===== config.mk =====
export PLATFORM = sky130hd
export DESIGN_NAME = scrm_regmap
export DESIGN_NICKNAME = d
export VERILOG_FILES = /design/src/include/scrm_pkg.sv /design/src/rtl/scrm_regmap.sv
export SDC_FILE = /design/constraint.sdc
export NUM_CORES = 1
export LEC_CHECK = 0
export ABC_CLOCK_PERIOD_IN_PS = 2600
export BUFFER_PORTS_ARGS = -buffer_cell sky130_fd_sc_hd__buf_2
export CAP_MARGIN = 20
export CORE_AREA = 2 2 327 329
export DETAILED_ROUTE_END_ITERATION = 12
export DIE_AREA = 0 0 329 331
export PLACE_DENSITY_LB_ADDON = 0.25
export RECOVER_POWER = 50
export SYNTH_ARGS = -nofsm -noshare
export SYNTH_HDL_FRONTEND = slang
export SYNTH_SLANG_ARGS = --single-unit

===== constraint.sdc =====
create_clock -name clock -period 2.6 [get_ports clock]
set_input_delay 0.13 -clock clock [delete_from_list [all_inputs] [get_ports clock]]
set_output_delay 0.13 -clock clock [all_outputs]
set_load 0.03 [all_outputs]

===== src/include/scrm_pkg.sv =====
package scrm_pkg;

  // Register select codes carried in the low four bits of a control word
  localparam logic [3:0] SEL_INT = 4'h0;
  localparam logic [3:0] SEL_FRAC1 = 4'h1;
  localparam logic [3:0] SEL_PHASE = 4'h2;
  localparam logic [3:0] SEL_FRAC2 = 4'h3;
  localparam logic [3:0] SEL_MOD2 = 4'h4;
  localparam logic [3:0] SEL_RDIV = 4'h5;
  localparam logic [3:0] SEL_FUNC = 4'h6;
  localparam logic [3:0] SEL_CLK2 = 4'h7;
  localparam logic [3:0] SEL_RSV8 = 4'h8;
  localparam logic [3:0] SEL_LOCKB = 4'h9;
  localparam logic [3:0] SEL_RSV10 = 4'hA;
  localparam logic [3:0] SEL_RSV11 = 4'hB;
  localparam logic [3:0] SEL_OUTSEL = 4'hC;
  localparam logic [3:0] SEL_RSV13 = 4'hD;
  localparam int NUM_WORDS = 14;

  // AXI4-Lite byte offsets
  localparam logic [7:0] OFS_CTRL_WORD = 8'h00;
  localparam logic [7:0] OFS_ACTIVE_INT = 8'h04;
  localparam logic [7:0] OFS_ACTIVE_FRAC1 = 8'h08;
  localparam logic [7:0] OFS_STATUS = 8'h0C;
  localparam logic [7:0] OFS_SHADOW_BASE = 8'h40;

  // Field positions inside the integer word
  localparam int MODK_BIT = 28;
  localparam int INTV_LSB = 4;
  localparam int INTV_MSB = 19;
  localparam int FIXED_MOD_BITS = 25;

  // Values after reset
  localparam logic [31:0] WORD_RST = 32'h0000_0000;
  localparam logic [15:0] INTV_RST = 16'h0000;

  // AXI responses
  localparam logic [1:0] RESP_OKAY = 2'h0;
  localparam logic [1:0] RESP_SLVERR = 2'h2;

endpackage : scrm_pkg


===== src/rtl/scrm_regmap.sv =====
// Functional notes
// - Active frequency settings change only when the integer word is written.
// - Modulus select bit 28 clear selects the fixed 25-bit modulus.
// - Modulus select bit 28 set selects the variable modulus scheme.
// - Integer divide value is word bits 19 to 4, unsigned 16 bits.
// - Double-buffered fields land in a holding stage, applied on the update event.
// - Map reaches word 13; words 10 and 13 reserved, host writes zero data.
// - Words 5 to 9 grouped; word 8 reserved zero; 6 and 7 hold settings.
//
// Local design decisions: register access over AXI4-Lite and the placing of the registers.
module scrm_regmap (
  input wire logic clock,
  input wire logic rst_b,
  input wire logic [7:0] awaddr,
  input wire logic awvalid,
  output logic awready,
  input wire logic [31:0] wdata,
  input wire logic [3:0] wstrb,
  input wire logic wvalid,
  output logic wready,
  output logic [1:0] bresp,
  output logic bvalid,
  input wire logic bready,
  input wire logic [7:0] araddr,
  input wire logic arvalid,
  output logic arready,
  output logic [31:0] rdata,
  output logic [1:0] rresp,
  output logic rvalid,
  input wire logic rready,
  output logic [15:0] intDivide,
  output logic modulusKindSelect,
  output logic fixedModulusActive,
  output logic [24:0] fracOneActive,
  output logic [23:0] fracTwoActive,
  output logic [23:0] modTwoActive,
  output logic [31:0] functionSettings,
  output logic [31:0] secondClockSettings,
  output logic updatePulse
);
  import scrm_pkg::*;

  //----------------------------------------------------------------
  // State
  //----------------------------------------------------------------
  typedef struct packed {
    logic awHave;
    logic [7:0] awAddr;
    logic wHave;
    logic [31:0] wData;
    logic bValid;
    logic [1:0] bResp;
    logic rValid;
    logic [31:0] rData;
    logic [1:0] rResp;
    logic [NUM_WORDS-1:0][31:0] shadow;
    logic [15:0] intDivide;
    logic modKind;
    logic fixedMod;
    logic [24:0] frac1;
    logic [23:0] frac2;
    logic [23:0] mod2;
    logic [31:0] funcSet;
    logic [31:0] clk2Set;
    logic update;
    logic rsvdViolation;
    logic [7:0] updateCount;
    logic awReady;
    logic wReady;
    logic arReady;
  } scrm_state_s;

  scrm_state_s st_q;
  scrm_state_s st_d;

  logic doWrite;
  logic [3:0] wordSel;
  logic [3:0] rdIdx;
  logic intWrite;

  assign doWrite = st_q.awHave && st_q.wHave && !st_q.bValid;
  assign wordSel = st_q.wData[3:0];
  assign intWrite = doWrite && st_q.awAddr == OFS_CTRL_WORD && wordSel == SEL_INT;

  //----------------------------------------------------------------
  // Next state
  //----------------------------------------------------------------
  always_comb begin
    st_d = st_q;
    st_d.update = 1'b0;
    // Address and data are caught independently
    if (awvalid && !st_q.awHave) begin
      st_d.awHave = 1'b1;
      st_d.awAddr = awaddr;
    end
    if (wvalid && !st_q.wHave) begin
      st_d.wHave = 1'b1;
      st_d.wData = wdata;
    end
    if (st_q.bValid && bready) begin
      st_d.bValid = 1'b0;
    end
    if (doWrite) begin
      st_d.awHave = 1'b0;
      st_d.wHave = 1'b0;
      st_d.bValid = 1'b1;
      st_d.bResp = RESP_OKAY;
      if (st_q.awAddr != OFS_CTRL_WORD) begin
        st_d.bResp = RESP_SLVERR;
      end else if (int'(wordSel) >= NUM_WORDS) begin
        st_d.bResp = RESP_SLVERR;
      end else begin
        // Word goes only to the register its select code names
        st_d.shadow[wordSel] = st_q.wData;
        // Reserved words must carry zero data bits
        if ((wordSel == SEL_RSV8 || wordSel == SEL_RSV10 || wordSel == SEL_RSV13)
            && st_q.wData[31:4] != 28'h0000000) begin
          st_d.rsvdViolation = 1'b1;
        end
        if (wordSel == SEL_INT) begin
          // Integer word write releases the held FRAC1, FRAC2, MOD2, function and second clock words at once
          st_d.intDivide = st_q.wData[INTV_MSB:INTV_LSB];
          st_d.modKind = st_q.wData[MODK_BIT];
          st_d.fixedMod = !st_q.wData[MODK_BIT];
          st_d.frac1 = st_q.shadow[SEL_FRAC1][28:4];
          st_d.frac2 = st_q.shadow[SEL_FRAC2][27:4];
          st_d.mod2 = st_q.shadow[SEL_MOD2][27:4];
          st_d.funcSet = st_q.shadow[SEL_FUNC];
          st_d.clk2Set = st_q.shadow[SEL_CLK2];
          st_d.update = 1'b1;
          st_d.updateCount = st_q.updateCount + 8'h01;
        end
      end
    end
    // Read channel
    if (st_q.rValid && rready) begin
      st_d.rValid = 1'b0;
    end
    if (arvalid && !st_q.rValid) begin
      st_d.rValid = 1'b1;
      st_d.rResp = RESP_OKAY;
      st_d.rData = 32'h0000_0000;
      if (araddr == OFS_ACTIVE_INT) begin
        st_d.rData = {3'h0, st_q.modKind, 12'h000, st_q.intDivide};
      end else if (araddr == OFS_ACTIVE_FRAC1) begin
        st_d.rData = {7'h00, st_q.frac1};
      end else if (araddr == OFS_STATUS) begin
        st_d.rData = {23'h000000, st_q.rsvdViolation, st_q.updateCount};
      end else if (araddr >= OFS_SHADOW_BASE && araddr[1:0] == 2'h0
                   && araddr < OFS_SHADOW_BASE + 8'(4 * NUM_WORDS)) begin
        st_d.rData = st_q.shadow[rdIdx];
      end else if (araddr == OFS_CTRL_WORD) begin
        st_d.rData = 32'h0000_0000;
      end else begin
        st_d.rResp = RESP_SLVERR;
      end
    end
    // Ready flags kept as flip-flops so the ports need no gate after them
    st_d.awReady = !st_d.awHave;
    st_d.wReady = !st_d.wHave;
    st_d.arReady = !st_d.rValid;
  end

  assign rdIdx = 4'((araddr - OFS_SHADOW_BASE) >> 2);

  //----------------------------------------------------------------
  // Registers
  //----------------------------------------------------------------
  always_ff @(posedge clock or negedge rst_b) begin
    if (!rst_b) begin
      st_q <= '0;
      st_q.fixedMod <= 1'b1;
      st_q.awReady <= 1'b1;
      st_q.wReady <= 1'b1;
      st_q.arReady <= 1'b1;
    end else begin
      st_q <= st_d;
    end
  end

  // Outputs straight from flip-flops
  assign awready = st_q.awReady;
  assign wready = st_q.wReady;
  assign bvalid = st_q.bValid;
  assign bresp = st_q.bResp;
  assign arready = st_q.arReady;
  assign rvalid = st_q.rValid;
  assign rdata = st_q.rData;
  assign rresp = st_q.rResp;
  assign intDivide = st_q.intDivide;
  assign modulusKindSelect = st_q.modKind;
  assign fixedModulusActive = st_q.fixedMod;
  assign fracOneActive = st_q.frac1;
  assign fracTwoActive = st_q.frac2;
  assign modTwoActive = st_q.mod2;
  assign functionSettings = st_q.funcSet;
  assign secondClockSettings = st_q.clk2Set;
  assign updatePulse = st_q.update;

  //----------------------------------------------------------------
  // Assertions
  //----------------------------------------------------------------
  property p_freqOnlyOnInt;
    @(posedge clock) disable iff (!rst_b)
      !(doWrite && wordSel == SEL_INT && st_q.awAddr == OFS_CTRL_WORD)
      |=> $stable(fracOneActive) && $stable(intDivide);
  endproperty
  a_freqOnlyOnInt: assert property (p_freqOnlyOnInt)
    else $error("active setting changed without integer write");

  property p_fixedMod;
    @(posedge clock) disable iff (!rst_b)
      updatePulse && !modulusKindSelect |-> fixedModulusActive;
  endproperty
  a_fixedMod: assert property (p_fixedMod)
    else $error("fixed modulus not selected");

  property p_varMod;
    @(posedge clock) disable iff (!rst_b)
      modulusKindSelect |-> !fixedModulusActive;
  endproperty
  a_varMod: assert property (p_varMod)
    else $error("variable modulus not selected");

  property p_intField;
    @(posedge clock) disable iff (!rst_b)
      doWrite && wordSel == SEL_INT && st_q.awAddr == OFS_CTRL_WORD
      |=> intDivide == $past(st_q.wData[19:4]) && updatePulse;
  endproperty
  a_intField: assert property (p_intField)
    else $error("integer divide value not taken from bits 19 to 4");

  property p_holdStage;
    @(posedge clock) disable iff (!rst_b)
      doWrite && wordSel == SEL_FRAC1 && st_q.awAddr == OFS_CTRL_WORD
      |=> $stable(fracOneActive) && st_q.shadow[1] == $past(st_q.wData);
  endproperty
  a_holdStage: assert property (p_holdStage)
    else $error("held field acted directly");

  property p_rsvdFlag;
    @(posedge clock) disable iff (!rst_b)
      doWrite && st_q.awAddr == OFS_CTRL_WORD && wordSel == SEL_RSV13
      && st_q.wData[31:4] != 28'h0 |=> st_q.rsvdViolation;
  endproperty
  a_rsvdFlag: assert property (p_rsvdFlag)
    else $error("reserved word nonzero not flagged");

  property p_groupApply;
    @(posedge clock) disable iff (!rst_b)
      updatePulse |-> functionSettings == st_q.shadow[6]
      || $past(st_q.shadow[6]) == functionSettings;
  endproperty
  a_groupApply: assert property (p_groupApply)
    else $error("function settings not applied on update");

  property p_selectRoute;
    @(posedge clock) disable iff (!rst_b)
      doWrite && st_q.awAddr == OFS_CTRL_WORD && wordSel == SEL_CLK2
      |=> $stable(st_q.shadow[6]) && st_q.shadow[7] == $past(st_q.wData);
  endproperty
  a_selectRoute: assert property (p_selectRoute)
    else $error("word routed to wrong register");

  property p_bresp;
    @(posedge clock) disable iff (!rst_b)
      doWrite |=> bvalid && (bresp == RESP_OKAY || bresp == RESP_SLVERR);
  endproperty
  a_bresp: assert property (p_bresp)
    else $error("write response missing");

  // A read request is answered on the next edge
  property p_readAnswer;
    @(posedge clock) disable iff (!rst_b)
      arvalid && arready |=> rvalid;
  endproperty
  a_readAnswer: assert property (p_readAnswer)
    else $error("read response missing");

  // Update pulse only follows an accepted integer word
  property p_pulseCause;
    @(posedge clock) disable iff (!rst_b)
      updatePulse |-> $past(intWrite);
  endproperty
  a_pulseCause: assert property (p_pulseCause)
    else $error("update pulse without integer write");

  // Held fraction and modulus words move to the outputs with the update
  property p_frac2Apply;
    @(posedge clock) disable iff (!rst_b)
      updatePulse |-> fracTwoActive == $past(st_q.shadow[3][27:4])
      && modTwoActive == $past(st_q.shadow[4][27:4]);
  endproperty
  a_frac2Apply: assert property (p_frac2Apply)
    else $error("held fraction or modulus not applied on update");

  // Second clock word moves to its output with the update
  property p_clk2Apply;
    @(posedge clock) disable iff (!rst_b)
      updatePulse |-> secondClockSettings == $past(st_q.shadow[7]);
  endproperty
  a_clk2Apply: assert property (p_clk2Apply)
    else $error("second clock settings not applied on update");

  // Nonzero data in reserved word 8 or 10 is flagged
  property p_rsvdEight;
    @(posedge clock) disable iff (!rst_b)
      doWrite && st_q.awAddr == OFS_CTRL_WORD && st_q.wData[31:4] != 28'h0
      && (wordSel == SEL_RSV8 || wordSel == SEL_RSV10) |=> st_q.rsvdViolation;
  endproperty
  a_rsvdEight: assert property (p_rsvdEight)
    else $error("reserved word eight or ten nonzero not flagged");

  // Violation flag stays set until reset
  property p_rsvdSticky;
    @(posedge clock) disable iff (!rst_b)
      st_q.rsvdViolation |=> st_q.rsvdViolation;
  endproperty
  a_rsvdSticky: assert property (p_rsvdSticky)
    else $error("reserved violation flag lost");

  // Unknown select codes are refused and store nothing
  property p_badSelect;
    @(posedge clock) disable iff (!rst_b)
      doWrite && int'(wordSel) >= NUM_WORDS
      |=> bresp == RESP_SLVERR && $stable(st_q.shadow);
  endproperty
  a_badSelect: assert property (p_badSelect)
    else $error("unknown select code not refused");

  // Integer readback carries the active value
  property p_readInt;
    @(posedge clock) disable iff (!rst_b)
      arvalid && arready && araddr == OFS_ACTIVE_INT
      |=> rdata[15:0] == $past(intDivide) && rdata[28] == $past(modulusKindSelect);
  endproperty
  a_readInt: assert property (p_readInt)
    else $error("integer readback wrong");

  c_intWrite: cover property (@(posedge clock) disable iff (!rst_b) updatePulse);
  c_varMod: cover property (@(posedge clock) disable iff (!rst_b)
    updatePulse && modulusKindSelect);
  c_rsvd: cover property (@(posedge clock) disable iff (!rst_b)
    st_q.rsvdViolation);
  c_read: cover property (@(posedge clock) disable iff (!rst_b) rvalid && rready);
  c_slvErr: cover property (@(posedge clock) disable iff (!rst_b) bvalid && bresp == RESP_SLVERR);

endmodule : scrm_regmap

==> qor.yml, run 1 <==
synth.distinct_cells: 45
fin_crit_ns: 2.55
gr-usage-all-layers: 0.175
cts-root-buf: "clkbuf_16"
firstDrtPassIters: 5
final.setup.tns_ns: 0
ys_ff_latch: 694
drt_iter0_markers: 1459
yosys_warnings: 0
timing.fmax_ghz: 0.392
cp.arrival_ns: 3.06
grt_antenna_before_repair: 3
synth_area_um2: 31400
fin_skew_ns: 0.0420
cts_buffer_depth: 3
synth_seq_area_share: 0.553
layout.nets: 2892
cts_resized: 0
clock-sinks: 694
mostFrequentLayoutCell: "dfrtp_1"
dieArea_um2: 109000
synth_area_per_cell_um2: 11.7
pre_cts_ws_ns: 0.210
irDropWorstVdd_mv: 0.629
grt_pass1_vias: 21000
start_util: 0.299
setup_viol: 0
min_path_cells: 5
clk_pin_slew_ns: 0.06
fin_crit_sh: 0.980
viasPerCell: 4.82
outcome: "complete, but fails checks"
drive_gt1_frac: 0.308
core-area_um2: 105000
via_count: 20700
p_leak_nw: 18.6
rsz0062_at_grt: "false"
end_kind: "flop"
cts_tree: "done"
relSlewSlack: -0.304
slew_viol_final: 57
hold_violations: 0
grt_max_degree: 128
grt-ovfl-total: 0
grt_pass1_wl_mm: 142
pin_count: 256
clock_latency_ns: 0.66
reg2reg_depth: 7
drc_errors: 0
gp_congestion: 0.776
crit_path_start_kind: "flop"
synth_edf_count: 0
hp-class: "primary input to flop"
port_buffers: 249
synth_ff_type: "dfrtp_1"
required_ns: 3.12
num_rows: 119
hpwlAfterDp_mm: 64.4
n_fill_cell: 10500
synth_cells: 2693
final_antenna_net_count: 0
wl_mm: 95.6
cts_buffers: 82
wl_per_cell_um: 22.3
tightestPinTransition_ns: 1.96
cap_violations: 1
async_flop_share: 1.00
cts_htree_levels: 3
areaGrowthSynthToFinish_pct: 17.6
violations: "max-capacitance violations, max-slew violations"
die_h_um: 331
die_w_um: 329
timing.final.ws_setup_ns: 0.0508
layout.cells.most_common_list: "690 x dfrtp_1, 568 x nand2_1, 410 x mux2_2"
path_class: "flop to flop"
power.density_nw_per_um2: 760
critPathMaxFanout: 127
==> flip-flops by register name, summed over array words and instances (netlist names), 16 cells and up <==
name,cells
st_q,499
functionSettings,32
rdata,32
secondClockSettings,32
fracOneActive,25
fracTwoActive,24
modTwoActive,24
intDivide,16
==> path summary, 6_finish.rpt <==
kind / start / end / slack [ns]
setup / recovery: st_q[692] / st_q[176] / 0.05
hold / removal: arvalid / rdata[28] / 0.16
setup reg to reg: st_q[692] / st_q[176] / 0.05
hold reg to reg: fracTwoActive[0] / fracTwoActive[0] / 0.46
max in group asynchronous: rst_b / st_q[673] / 0.45
min in group asynchronous: rst_b / st_q[172] / 0.63
==> stage by stage <==
stage | instance area [µm²] | total power [W] | instances | hold WS, ns | utilization
2_1_floorplan | 31400 | 0.0142 | 2694 | -0.166 | -
3_3_place_gp | 33800 | 0.0160 | 4092 | 0.161 | 0.322
3_5_place_dp | 33800 | 0.0160 | 4092 | 0.162 | 0.322
4_1_cts | 37200 | 0.0285 | 4289 | 0.0858 | 0.354
5_1_grt | 37000 | 0.0293 | 4292 | 0.152 | 0.352
6_report | 37000 | 0.0281 | 4292 | 0.157 | 0.352
==> area by class of cell <==
class	count	area, µm²	area share
Multi-Input combinational cell	1612	11900	0.321
Antenna cell	2	5.00	0.000135
Clock buffer	114	2330	0.0631
Inverter	15	56.3	0.00152
Timing Repair Buffer	427	3040	0.0821
Tap cell	1391	1740	0.0471
Sequential cell	694	17400	0.470
Clock inverter	37	571	0.0154
==> report_power, final <==
group	leakage [nW]	internal [W]	switching, W	total (W)
Clock	1.40	0.00743	0.00487	0.0123
Sequential	9.53	0.0114	0.00110	0.0125
Combinational	7.63	0.00122	0.00203	0.00325
Total	18.6	0.0201	0.00800	0.0281
==> Yosys cell counts (all sizes together) (7+ instances only) <==
| library cell | n | area (µm²) |
|---|---|---|
| nand2b | 29 | 181 |
| xnor2 | 7 | 61.3 |
| o41ai | 9 | 78.8 |
| nand4 | 11 | 68.8 |
| and2 | 29 | 181 |
| o21ai | 69 | 345 |
| mux4 | 29 | 653 |
| o22ai | 37 | 231 |
| nand3 | 14 | 100 |
| a211oi | 19 | 143 |
| inv | 15 | 56.3 |
| clkbuf | 101 | 379 |
| nand3b | 11 | 82.6 |
| o221a | 13 | 146 |
| nor3 | 36 | 191 |
| nor2b | 19 | 119 |
| a21oi | 40 | 200 |
| nor4 | 8 | 50.1 |
| nand2 | 568 | 2130 |
| o221ai | 11 | 96.3 |
| dfrtp | 690 | 17300 |
| mux2i | 145 | 1450 |
| nor2 | 30 | 113 |
| a22oi | 15 | 113 |
| buf | 272 | 1830 |
| mux2 | 419 | 4720 |
| a221oi | 16 | 140 |
==> worst max-delay path, stage by stage, from the launching register on <==
cell and delay, ns:
dfrtp_1 0.37, or4_1 0.63, nor3_4 0.19, buf_4 0.26, nand3_4 0.13, buf_12 0.21, nand2_1 0.23, nand2_1 0.08
==> cell families after synthesis <==
logic type | Yosys count | share of synthesized area
AOI/OAI and AO/OA | 242 | 0.0511
xor gates and xnor gates | 7 | 0.00195
adders and majority gates | 1 | 0.000398
buffers and inverters | 388 | 0.0719
DFF | 694 | 0.553
muxes | 593 | 0.217
other | 1 | 0.000119
and+or+nand+nor | 767 | 0.105
==> per-layer routing <==
layer  wire length, µm  up-vias  GRT usage
met3              5510      109     0.0378
li1                  -     9385          -
met1             43400    10700      0.239
met5                 0        -          0
met4              1940        0     0.0467
met2             44800      466      0.280
==> timing repair <==
item                                   4_1_cts  5_1_grt
setup buffers                                0        0
endpoints found under the hold margin      445        0
hold buffers                                46        0
Power figures use the tool's default switching activity.
==> inputs of run 2 (changes only) <==
--- a/config.mk
+++ b/config.mk
@@ -11,7 +11,7 @@
 export CORE_AREA = 2 2 327 329
 export DETAILED_ROUTE_END_ITERATION = 12
 export DIE_AREA = 0 0 329 331
-export PLACE_DENSITY_LB_ADDON = 0.25
+export PLACE_DENSITY = 0.47
 export RECOVER_POWER = 50
 export SYNTH_ARGS = -nofsm -noshare
 export SYNTH_HDL_FRONTEND = slang
==> run 2 against run 1 <==
Net effect: the flow still finishes with violations (max-capacitance violations, max-slew violations); critical path depth unchanged; die area unchanged; via count rose by 1.3%; first-iteration DRC count shrank 4.9%; worst setup slack improved by 0.17 ns; sequential cell count did not move; global-route usage increased by 0.45 points; power shrank 1.3%; fmax increased by 7.2%; clock-buffer cell count up 12; final cell count is 0.12% lower; largest power group unchanged.
==> qor.yml, run 2 (synthesis gave the netlist of run 1 again) <==
outcome: "complete, but fails checks"
violations: "max-capacitance violations, max-slew violations"
irDropWorstVdd_mv: 0.411
gp_congestion: 0.810
layout.nets: 2888
hp-class: "primary input to flop"
pin_count: 256
gr-usage-all-layers: 0.179
mostFrequentLayoutCell: "dfrtp_1"
cp.arrival_ns: 2.90
hpwlAfterDp_mm: 65.3
slew_viol_final: 47
clock_latency_ns: 0.66
timing.final.ws_setup_ns: 0.221
fin_crit_ns: 2.38
power.density_nw_per_um2: 755
cts_resized: 0
setup_viol: 0
grt_pass1_wl_mm: 146
largest_reg_flops: 499
via_count: 21000
relSlewSlack: -0.0814
path_class: "flop to flop"
cts_htree_levels: 3
grt_max_degree: 116
crit_path_start_kind: "flop"
clock-sinks: 694
grt-ovfl-total: 0
cts_buffers: 81
grt_pass1_vias: 22000
pre_cts_ws_ns: 0.236
p_leak_nw: 18.5
firstDrtPassIters: 5
top_register: "st_q"
drc_errors: 0
wl_mm: 98.1
die_h_um: 331
die_w_um: 329
final.setup.tns_ns: 0
areaGrowthSynthToFinish_pct: 16.8
n_fill_cell: 10400
cap_violations: 1
clk_pin_slew_ns: 0.06
wl_per_cell_um: 22.9
tightestPinTransition_ns: 1.62
critPathMaxFanout: 69
drive_gt1_frac: 0.302
power_w: 0.0277
final_util: 0.350
core-area_um2: 105000
port_buffers: 249
seq_area_um2: 17400
viasPerCell: 4.89
required_ns: 3.12
rsz0062_at_grt: "false"
cts_tree: "done"
start_util: 0.299
num_rows: 119
holdWs_ns: 0.115
layout.cells.most_common_list: "690 x dfrtp_1, 568 x nand2_1, 410 x mux2_2"
cts_buffer_depth: 3
fin_skew_ns: 0.0308
end_kind: "flop"
multi_input_area_um2: 11800
grt_antenna_before_repair: 6
cts-root-buf: "clkbuf_16"
timing.fmax_ghz: 0.420
dieArea_um2: 109000
drt_iter0_markers: 1388
hold_violations: 0
fin_crit_sh: 0.915
final_antenna_net_count: 0
## run 2: changes by cell type in the layout (fill, tap and decap cells not counted), moves of 2 or more
cell / change
clkbuf_1: +13
buf_12: -7
clkinvlp_4: -6
bufinv_16: -4
buf_4: -2
clkbuf_16: +2
clkbuf_2: +2
clkbuf_8: +2
## run 2: per-stage QoR
step / cell area [µm²] / std cells
floorplan: 31400 / 2694
global placement: 33700 / 4090
detailed placement: 33700 / 4090
CTS: 37000 / 4286
global route: 36700 / 4286
finish: 36700 / 4287
## run 2: path summary, 6_finish.rpt
path	start	end	depth (start not counted)	slack [ns]
max in group asynchronous	rst_b	st_q[673]	4	0.47
worst max register to register	st_q[692]	modTwoActive[11]	7	0.22
min in group asynchronous	rst_b	st_q[212]	2	0.45
worst min register to register	st_q[584]	st_q[584]	1	0.46
worst max-delay path	st_q[692]	modTwoActive[11]	7	0.22
worst min-delay path	araddr[6]	rdata[4]	6	0.12
## run 2: layout make-up
cell class | instances | area share
multi-input cells | 1612 | 0.323
well taps | 1391 | 0.0474
diodes | 1 | 0.0000682
clock buffers | 126 | 0.0665
clock inverters | 24 | 0.00964
flip-flops and latches | 694 | 0.473
repair buffers | 424 | 0.0791
inverters | 15 | 0.00153
## run 2: per-layer routing
layer / global-route usage / wire length [µm] / vias to the layer above
met1: 0.241 / 44000 / 11000
li1: - / - / 9399
met4: 0.0403 / 1510 / 4
met3: 0.0359 / 5210 / 109
met2: 0.297 / 47400 / 486
met5: 0 / 24 / -
## run 2: power breakdown
part           internal, W  leakage [nW]  switching (W)
clock network      0.00718          1.37        0.00471
logic              0.00123          7.57        0.00223
registers           0.0114          9.53       0.000918
total               0.0199          18.5        0.00786
## run 2: what timing repair did
action	4_1_cts	5_1_grt
hold endpoints to repair	381	0
hold buffers	46	0
buffers inserted	0	0
## run 2: critical path, stage by stage, from the launching register on
cell	delay, ns
dfrtp_1	0.37
or4_1	0.64
nor3_4	0.19
buf_4	0.27
nand3_4	0.11
buf_4	0.33
nand2_1	0.20
nand2_1	0.07
